==> config.mk <==
export PLATFORM = sky130hd
export DESIGN_NAME = charge_overcurrent_timing_config
export DESIGN_NICKNAME = d
export VERILOG_FILES = /design/src/rtl/charge_oc_pkg.sv /design/src/rtl/charge_overcurrent_timing_config.sv /design/src/rtl/persist_timer.sv
export SDC_FILE = /design/constraint.sdc
export NUM_CORES = 1
export LEC_CHECK = 0
export BUFFER_PORTS_ARGS = -buffer_cell sky130_fd_sc_hd__buf_2
export CORE_UTILIZATION = 60
export DETAILED_ROUTE_END_ITERATION = 12
export PLACE_DENSITY = 0.79
export SYNTH_ARGS = -nofsm -noshare
export SYNTH_HDL_FRONTEND = slang
export SYNTH_SLANG_ARGS = --single-unit
==> constraint.sdc <==
create_clock -name clk_sys -period 4.55 [get_ports clk_sys]
set_clock_uncertainty 0.15 [all_clocks]
set_input_delay 0.2275 -clock clk_sys [delete_from_list [all_inputs] [get_ports clk_sys]]
set_output_delay 0.2275 -clock clk_sys [all_outputs]
set_load 0.02 [all_outputs]
==> src/rtl/charge_oc_pkg.sv <==
package charge_oc_pkg;
   // ==========================================
   // register layout
   localparam logic [7:0] reg_reset = 8'h00;
   localparam int bit_auto_off_disable = 7;
   localparam int bit_thr_hi = 6;
   localparam int bit_thr_lo = 5;
   localparam int bit_sc_long = 4;
   localparam int bit_charge_prescale = 3;
   localparam int bit_discharge_prescale = 2;
   localparam int bit_tsel_hi = 1;
   localparam int bit_tsel_lo = 0;
   // ==========================================
   // timing
   localparam int clk_mhz = 200;
   localparam int tick_us = 10;
   localparam int tick_cycles = tick_us * clk_mhz;
   localparam int sc_short_us = 100;
   localparam int sc_long_us = 10000;
   localparam int charge_base_us = 80000;
   localparam int charge_fast_0_us = 2500;
   localparam int charge_fast_1_us = 4000;
   localparam int discharge_base_us = 160000;
   localparam int discharge_fast_0_us = 2500;
   localparam int discharge_fast_1_us = 5000;
   localparam int fast_2_us = 8000;
   localparam int fast_3_us = 16000;
   localparam int tw = 18;
   localparam logic [tw-1:0] sc_short_ticks = tw'(sc_short_us / tick_us);
   localparam logic [tw-1:0] sc_long_ticks = tw'(sc_long_us / tick_us);
   typedef enum logic [1:0] {det_idle, det_timing, det_tripped} det_state_t;

   function automatic logic [tw-1:0] charge_ticks(input logic fast, input logic [1:0] code);
      logic [tw-1:0] t;
      t = tw'((charge_base_us / tick_us) << code);
      if (fast)
      begin
         unique case (code)
            2'h0: t = tw'(charge_fast_0_us / tick_us);
            2'h1: t = tw'(charge_fast_1_us / tick_us);
            2'h2: t = tw'(fast_2_us / tick_us);
            2'h3: t = tw'(fast_3_us / tick_us);
         endcase
      end
      return t;
   endfunction

   function automatic logic [tw-1:0] discharge_ticks(input logic fast, input logic [1:0] code);
      logic [tw-1:0] t;
      t = tw'((discharge_base_us / tick_us) << code);
      if (fast)
      begin
         unique case (code)
            2'h0: t = tw'(discharge_fast_0_us / tick_us);
            2'h1: t = tw'(discharge_fast_1_us / tick_us);
            2'h2: t = tw'(fast_2_us / tick_us);
            2'h3: t = tw'(fast_3_us / tick_us);
         endcase
      end
      return t;
   endfunction
endpackage

==> src/rtl/charge_overcurrent_timing_config.sv <==
`timescale 1ns/1ps
// Behaviour
// [RQ1] auto-off clear: charge overcurrent turns FETs off
// [RQ2] auto-off set: FETs left as they are
// [RQ3] charge overcurrent sets flag, enables sensor supply
// [RQ4] short-circuit long bit zero: 100us qualification
// [RQ5] short-circuit long bit one: 10ms qualification
// [RQ6] charge prescale shortens charge delay
// [RQ7] discharge prescale shortens discharge delay
// [RQ8] charge codes give 80/160/320/640ms
// [RQ9] prescaled charge codes give 2.5/4/8/16ms
// [RQ10] charge FET enable auto-cleared unless disabled
// [RQ11] discharge codes 160..1280ms, prescaled 2.5..16ms
// [RQ12] condition gone early restarts timer, no action
module charge_overcurrent_timing_config
(
   input wire logic clk_sys,
   input wire logic rst_n,
   input wire logic cfg_we,
   input wire logic [7:0] cfg_wdata,
   output logic [7:0] cfg_rdata,
   input wire logic [1:0] discharge_timeout_sel,
   input wire logic charge_fet_set,
   input wire logic charge_fet_wdata,
   input wire logic flag_clear,
   input wire logic charge_oc_detect,
   input wire logic discharge_oc_detect,
   input wire logic short_circuit_detect,
   output logic charge_overcurrent_flag,
   output logic temp_sensor_supply_out,
   output logic charge_fet_enable,
   output logic fet_force_off,
   output logic discharge_oc_trip,
   output logic short_circuit_trip,
   output logic [1:0] charge_threshold_sel
);
   import charge_oc_pkg::*;
   // ==========================================
   // time base
   // one shared 10us tick paces every qualification timer
   logic [11:0] div_count;
   logic [11:0] next_div_count;
   logic tick;
   logic next_tick;

   always_comb
   begin
      next_tick = 1'b0;
      next_div_count = div_count + 12'h001;
      if (div_count == 12'(tick_cycles - 1))
      begin
         next_div_count = 12'h000;
         next_tick = 1'b1;
      end
   end

   always_ff @(posedge clk_sys or negedge rst_n)
   begin
      if (!rst_n)
      begin
         div_count <= 12'h000;
         tick <= 1'b0;
      end
      else
      begin
         div_count <= next_div_count;
         tick <= next_tick;
      end
   end

   // ==========================================
   // configuration register
   // readback and threshold select mirror the register
   logic [7:0] cfg;
   logic [7:0] next_cfg;
   logic [tw-1:0] charge_limit;
   logic [tw-1:0] discharge_limit;
   logic [tw-1:0] sc_limit;

   always_comb
   begin
      next_cfg = cfg_we ? cfg_wdata : cfg;
   end

   always_ff @(posedge clk_sys or negedge rst_n)
   begin
      if (!rst_n)
      begin
         cfg <= reg_reset;
         cfg_rdata <= reg_reset;
         charge_threshold_sel <= 2'h0;
      end
      else
      begin
         cfg <= next_cfg;
         cfg_rdata <= next_cfg;
         charge_threshold_sel <= {next_cfg[bit_thr_hi], next_cfg[bit_thr_lo]};
      end
   end

   // RQ6 RQ8 RQ9
   assign charge_limit = charge_ticks(cfg[bit_charge_prescale],
      {cfg[bit_tsel_hi], cfg[bit_tsel_lo]});
   // RQ7 RQ11
   assign discharge_limit = discharge_ticks(cfg[bit_discharge_prescale], discharge_timeout_sel);
   // RQ4 RQ5
   assign sc_limit = cfg[bit_sc_long] ? sc_long_ticks : sc_short_ticks;

   // ==========================================
   // qualification timers
   logic charge_trip;
   logic dis_trip;
   logic sc_trip;

   persist_timer u_charge
   (
      .clk_sys(clk_sys),
      .rst_n(rst_n),
      .tick(tick),
      .cond(charge_oc_detect),
      .limit(charge_limit),
      .trip(charge_trip)
   );

   persist_timer u_discharge
   (
      .clk_sys(clk_sys),
      .rst_n(rst_n),
      .tick(tick),
      .cond(discharge_oc_detect),
      .limit(discharge_limit),
      .trip(dis_trip)
   );

   persist_timer u_short
   (
      .clk_sys(clk_sys),
      .rst_n(rst_n),
      .tick(tick),
      .cond(short_circuit_detect),
      .limit(sc_limit),
      .trip(sc_trip)
   );

   // ==========================================
   // charge overcurrent flag and sensor supply
   logic next_flag;
   logic auto_off;

   always_comb
   begin
      auto_off = charge_trip && !cfg[bit_auto_off_disable]; // RQ1 RQ2
      next_flag = charge_overcurrent_flag;
      if (flag_clear)
         next_flag = 1'b0;
      // a trip in the same cycle as a clear wins
      if (charge_trip)
         next_flag = 1'b1; // RQ3
   end

   always_ff @(posedge clk_sys or negedge rst_n)
   begin
      if (!rst_n)
      begin
         charge_overcurrent_flag <= 1'b0;
         temp_sensor_supply_out <= 1'b0;
      end
      else
      begin
         charge_overcurrent_flag <= next_flag; // RQ3
         temp_sensor_supply_out <= next_flag; // RQ3
      end
   end

   // ==========================================
   // charge fet enable and forced off level
   logic next_fet;
   logic next_force_off;

   always_comb
   begin
      next_fet = charge_fet_enable;
      if (charge_fet_set)
         next_fet = charge_fet_wdata;
      // automatic turn-off wins over a software write
      if (auto_off)
         next_fet = 1'b0; // RQ10
      next_force_off = fet_force_off;
      // only software turning the fet back on releases it
      if (charge_fet_set && charge_fet_wdata)
         next_force_off = 1'b0;
      if (auto_off)
         next_force_off = 1'b1; // RQ1 RQ2
   end

   always_ff @(posedge clk_sys or negedge rst_n)
   begin
      if (!rst_n)
      begin
         charge_fet_enable <= 1'b0;
         fet_force_off <= 1'b0;
      end
      else
      begin
         charge_fet_enable <= next_fet;
         fet_force_off <= next_force_off;
      end
   end

   // ==========================================
   // qualified trip pulses
   always_ff @(posedge clk_sys or negedge rst_n)
   begin
      if (!rst_n)
      begin
         discharge_oc_trip <= 1'b0;
         short_circuit_trip <= 1'b0;
      end
      else
      begin
         discharge_oc_trip <= dis_trip; // RQ7 RQ11
         short_circuit_trip <= sc_trip; // RQ4 RQ5
      end
   end
endmodule

==> src/rtl/persist_timer.sv <==
`timescale 1ns/1ps
module persist_timer
(
   input wire logic clk_sys,
   input wire logic rst_n,
   input wire logic tick,
   input wire logic cond,
   input wire logic [charge_oc_pkg::tw-1:0] limit,
   output logic trip
);
   import charge_oc_pkg::*;
   // ==========================================
   // qualification counter
   logic [tw-1:0] count;
   logic [tw-1:0] next_count;
   logic next_trip;

   always_comb
   begin
      next_count = count;
      next_trip = 1'b0;
      if (!cond)
         next_count = '0; // RQ12
      else if (tick)
      begin
         if (count + tw'(1) >= limit)
         begin
            next_trip = 1'b1;
            next_count = '0;
         end
         else
            next_count = count + tw'(1);
      end
   end

   always_ff @(posedge clk_sys or negedge rst_n)
   begin
      if (!rst_n)
      begin
         count <= '0;
         trip <= 1'b0;
      end
      else
      begin
         count <= next_count;
         trip <= next_trip;
      end
   end
endmodule
# Word level (Yosys, flattened, before mapping)
# Cells that the tools add are included.
[word_totals]
ff_bits = 83
in_bits = 19
out_inout_bits = 16
elab_cells = 73
[op_classes]
addsub = 4
order_cmp = 3
n_eq_ne = 10
n_shift = 2
mux = 31
reduce_logical = 8
[ops]
columns = ["cell", "count"]
rows = [
  ["$mux 18", 11],
  ["$pmux 18 s4", 2],
  ["$add 18x1->18 const B", 3],
  ["$ge 18x18->1", 2],
  ["$ge 18x10->1", 1],
  ["$shl 13x2->18 const A", 1],
  ["$shl 14x2->18 const A", 1],
  ["$mux 1", 16],
  ["$add 12x1->12 const B", 1],
  ["$eq 12x11->1 const B", 1],
  ["$mux 12", 1],
  ["$mux 10", 1],
  ["$eq 2x2->1 const B", 4],
  ["$ne 2x1->1 const B", 3],
  ["$reduce_bool 2->1", 3],
  ["$eq 2x1->1 const B", 2],
  ["$logic_not 2->1", 2],
  ["$logic_and 1x1->1", 2],
  ["$logic_not 1->1", 1],
]

# Longest topological paths before layout
[logic_depth]
depth_word = 7
depth_mapped = 16
depth_no_buf = 14

# Cells and area by module
# A second synthesis with hierarchy kept.
[hier_totals]
cells_unflattened = 667
area_unflattened_um2 = 6319.8
[modules_own_cells]
columns = ["mod", "instances", "cells_each", "area_per_inst_um2", "seq_area_each_um2"]
rows = [
  ["persist_timer", 3, 174, 1624.1, 475.5],
  ["charge_overcurrent_timing_config", 1, 145, 1447.6, 650.6],
]

# Worst setup path after synthesis
# OpenSTA, ideal clock, no wires.
[synth_timing]
path_type = "register -> register"
start = "register u_charge.count[0]"
end = "register u_charge.count[13]"
setup_time_ns = 0.065
arrival_time_ns = 3.067
slack_ns = 1.268
path_stages_with_launch = 16
path_buffers = 2
path_cell_list = "dfrtp_1 and2_1 clkbuf_1 nand4_1 nor2_1 nand3_1 xnor2_1 ha_1 a21oi_1 o21ai_0 a2111oi_0 a21oi_1 or3_4 buf_6 nor3b_2 o21a_1"
[synth_via]
elab_chain_cells = 5
[synth_rtl]
columns = ["item", "line", "text"]
rows = [
  ["start: declaration", "persist_timer.sv:14", "logic [tw-1:0] count;"],
  ["start signal: assignment", "persist_timer.sv:45", "count <= next_count;"],
  ["$add 18x1->18 *", "persist_timer.sv:26, persist_timer.sv:32", ""],
  ["$ge 18x18->1", "persist_timer.sv:26", "if (count + tw'(1) >= limit)"],
  ["$mux 18 *", "persist_timer.sv:26", ""],
  ["$mux 18 *", "persist_timer.sv:24", "else if (tick)"],
  ["$mux 18 *", "persist_timer.sv:22", "if (!cond)"],
]
# Mark *: on every way between the ends. The rest lies on a longest branch, timed or not. The select of a mux whose other input is x is not followed.
# A chain may end at the register's enable or synchronous reset.

# Final worst setup path
[layout_timing]
start = "register u_charge.count[2]"
end = "register u_charge.count[3]"
# The elaborated chain is that of the path after synthesis.

==> results.md <==
- Setup CP Type: flip-flop to flip-flop
- Area grow syn2layout: 9.156%
- Total track usage: 0.2539
- Synthesized cell area: roughly 0.0056 sq mm
- Die Width: approximately 98 um
- Part of the power in combinational logic: 0.100
- Setup bufs post-CTS: 0
- Sequential element share of the synthesized area: 0.3735
- FP Rows: 34
- Layout cells sized above 1: 0.1256
- Post-layout minimum cycle time: 3705 ps
- Root buffer cell: clkbuf_8
- Hold slack: 18.36 ps
- Sw frac: 0.2713
- Clock Path Buffers: 2
- Largest net degree at the start of global routing: 84
- Worst setup EP type: flip-flop
- Number of flops mapped to enable cells by yosys: 0
- Overflow after GRT: 0
- RSZ-0062 raised after global routing: false
- Async set-reset flop share out of synthesis: 1.000
- DRT Wirelength: 11.31 mm
- Final hold viol count: 0
- Syn_nets: 672
- Power Dens Cells: 238.8 mW/mm^2
- CP max FO: 11
- Sequential power share: 0.521
- First drt pass iteration count: 7
- Final period util: 0.8142
- Flops & latches, synth: between 80 and 90
- Final Worst Setup Slack: 845.2 ps
- Initial Util: 0.6285
- Leak Pwr: ~3.0 nW
- Final setup violation count: 0
- Dpl ws: 909.3 ps
- NetSw: roughly 0.00039 W
- CP arrival: around 3900 ps
- Worst Tran Pin Value: 1193 ps
- # IOs: 35
- Synth Flop Type: dfrtp_1
- Via-to-Cell Ratio: 5.868
- Max-slew violations: 0
- CTS tree: built
- Port Buffer Count: 34
- Drt first-iter violations: 213
- CP Data Required Time: 4700 ps
- Post-synth cell types: 64
- F_max: 269.9 MHz
- Gpl congestion: 0.8927
- Internal Power: 0.001056 W
- Die Area: 0.009658 sq mm
- Die Ht: 98.28 um
- Status: finished clean
- Core Footprint: 0.008848 sq mm
- Final net count: 705
- Initial antenna violation count: 0
- Fillers: approximately 680
- Syn Inst Count: 599
- YS warnings: 0
- Detailed-route DRC error count: 0
- Antenna diodes: 0
- TNS Setup: 0 ps
- Post-CTS sizing: 0
- # clock sinks: 83
- Clock transition at the registers of the reported paths: 100 ps
- Max-slew headroom: 0.2031
- Mean post-synth cell area: 9.285 sq um
- DRT antenna net count: 0
- Number of global-route vias before repair: 4235
- WL/cell: ~15 um
- Placed wire-length estimate: 8.189 mm
- First-pass GRT wire length: 19.81 mm
- Hold Crit Class: input port to flip-flop
- Critical Path Start Type: flip-flop
- Cell area after layout: 0.006071 sq mm
- Clock share of power: 0.379
- Clock buffer count from CTS: 9
- Util after Layout: 0.6861
- Clk Latency, worst-skew pair: 360 ps
- Via Count: about 4.4k
- MaxCap Viol Count: 0
- Peak supply drop: 187.8 uV
- Post-DP Area: between 0.005 and 0.006 sq mm
- CTS H-tree depth: 3
## synth_stat cells, drive strengths merged (2+ instances only)
cell,instances,area share
nor3,4,0.0054
mux2i,2,0.0036
xnor2,24,0.038
inv,31,0.021
nand3,27,0.025
or3,11,0.013
clkbuf,13,0.0090
o2bb2ai,3,0.0047
a21o,10,0.013
nand4b,4,0.0063
or2,4,0.0045
a22o,10,0.016
nand4,19,0.022
o21ai,31,0.028
o21a,9,0.012
nand2,67,0.045
and4,8,0.013
and2,16,0.018
dfrtp,83,0.37
buf,12,0.014
and3,7,0.0088
xor2,21,0.033
a31oi,2,0.0022
nor3b,3,0.0049
a311oi,2,0.0032
nor2,30,0.022
o211ai,2,0.0027
mux2,6,0.012
nor4,7,0.012
a21oi,28,0.025
nand3b,5,0.0067
nand2b,8,0.0094
ha,54,0.12
nor2b,15,0.017
a31o,4,0.0063
a21boi,3,0.0040
or4b,2,0.0043
## power groups by stage
stage / Sequential [W] / Combinational, W / Clock [W]
floorplan: 0.000777 / 0.0000765 / 0
global placement: 0.000770 / 0.000131 / 0
global route: 0.000758 / 0.000165 / 0.000589
finish: 0.000755 / 0.000144 / 0.000550
CTS: 0.000755 / 0.000145 / 0.000561
detailed placement: 0.000770 / 0.000137 / 0
## timing repair
action,4_1_cts,5_1_grt
setup endpoints to repair,0,0
endpoints found under the hold margin,93,0
hold buffers,12,0
## layout by cell type, fill, tap and decap left out, types with 10 or more instances in the layout
| cell | instances |
|---|---|
| nand2_1 | 67 |
| dfrtp_1 | 83 |
| buf_2 | 33 |
| and2_1 | 16 |
| nor2_1 | 29 |
| nand4_1 | 18 |
| ha_1 | 54 |
| inv_1 | 31 |
| o21ai_0 | 30 |
| a22o_1 | 10 |
| a21o_1 | 10 |
| dlygate4sd3_1 | 12 |
| nor2b_1 | 15 |
| or3_1 | 10 |
| xnor2_1 | 24 |
| a21oi_1 | 28 |
| xor2_1 | 21 |
| nand3_1 | 26 |
## routing by layer
| layer | GRT usage | vias up | part of all wire |
|---|---|---|---|
| met2 | 0.4285 | 76 | 0.48 |
| met5 | 0 | - | 0 |
| met4 | 0.06659 | 0 | 0.0088 |
| met3 | 0.04223 | 11 | 0.032 |
| li1 | - | 2186 | - |
| met1 | 0.3405 | 2099 | 0.47 |
## worst paths after layout
kind / slack (ps) / endpoint / start / depth (start not counted)
setup / recovery: 850 / u_charge.count[3] / u_charge.count[2] / 14
hold / removal: 20 / fet_force_off / charge_fet_wdata / 3
setup reg to reg: 850 / u_charge.count[3] / u_charge.count[2] / 14
hold reg to reg: 200 / short_circuit_trip / u_short.trip / 0
max in group asynchronous: 3170 / div_count[7] / rst_n / 2
min in group asynchronous: 430 / u_short.count[0] / rst_n / 2
## through the flow
stage / total power (W) / cells
global route: 0.001511 / 745
floorplan: 0.0008532 / 599
CTS: 0.001461 / 745
detailed placement: 0.0009068 / 717
finish: 0.001450 / 745
global placement: 0.0009009 / 717
## flip-flops by register name, summed over array words and instances, names as in the netlist
| signal | count |
|---|---|
| u_discharge.count | 18 |
| fet_force_off | 1 |
| discharge_oc_trip | 1 |
| div_count | 12 |
| temp_sensor_supply_out | 1 |
| u_short.count | 18 |
| charge_fet_enable | 1 |
| tick | 1 |
| u_charge.count | 18 |
| u_discharge.trip | 1 |
| cfg | 8 |
| short_circuit_trip | 1 |
| u_charge.trip | 1 |
| u_short.trip | 1 |
## layout make-up
type	count	area (sq um)	share of cell area
Timing Repair Buffer	47	300.3	0.04946
Clock inverter	7	76.32	0.01257
Tap cell	108	135.1	0.02226
Sequential cell	83	2077	0.3421
Inverter	31	116.4	0.01917
Multi-Input combinational cell	460	3242	0.5340
Clock buffer	9	123.9	0.02040
## kinds of logic after synthesis
group | share of synthesized area
flops | 0.3735
mux | 0.01575
fa+ha+maj | 0.1215
compound gates | 0.1343
simple gates | 0.2405
xor+xnor | 0.07087
buf+inv | 0.04364
## worst max-delay path, cell delays in order, from the launching register on
cell and delay (ps):
dfrtp_1 500, and4_1 290, and2_1 190, nand3_1 180, nor2_1 160, nand2_1 90
xnor2_1 200, ha_1 260, nand2_1 80, o21ai_0 100, a2111oi_0 430, a21oi_1 120
or3_4 490, nor2_4 250, a22o_1 170
Power figures use the tool's default switching activity.
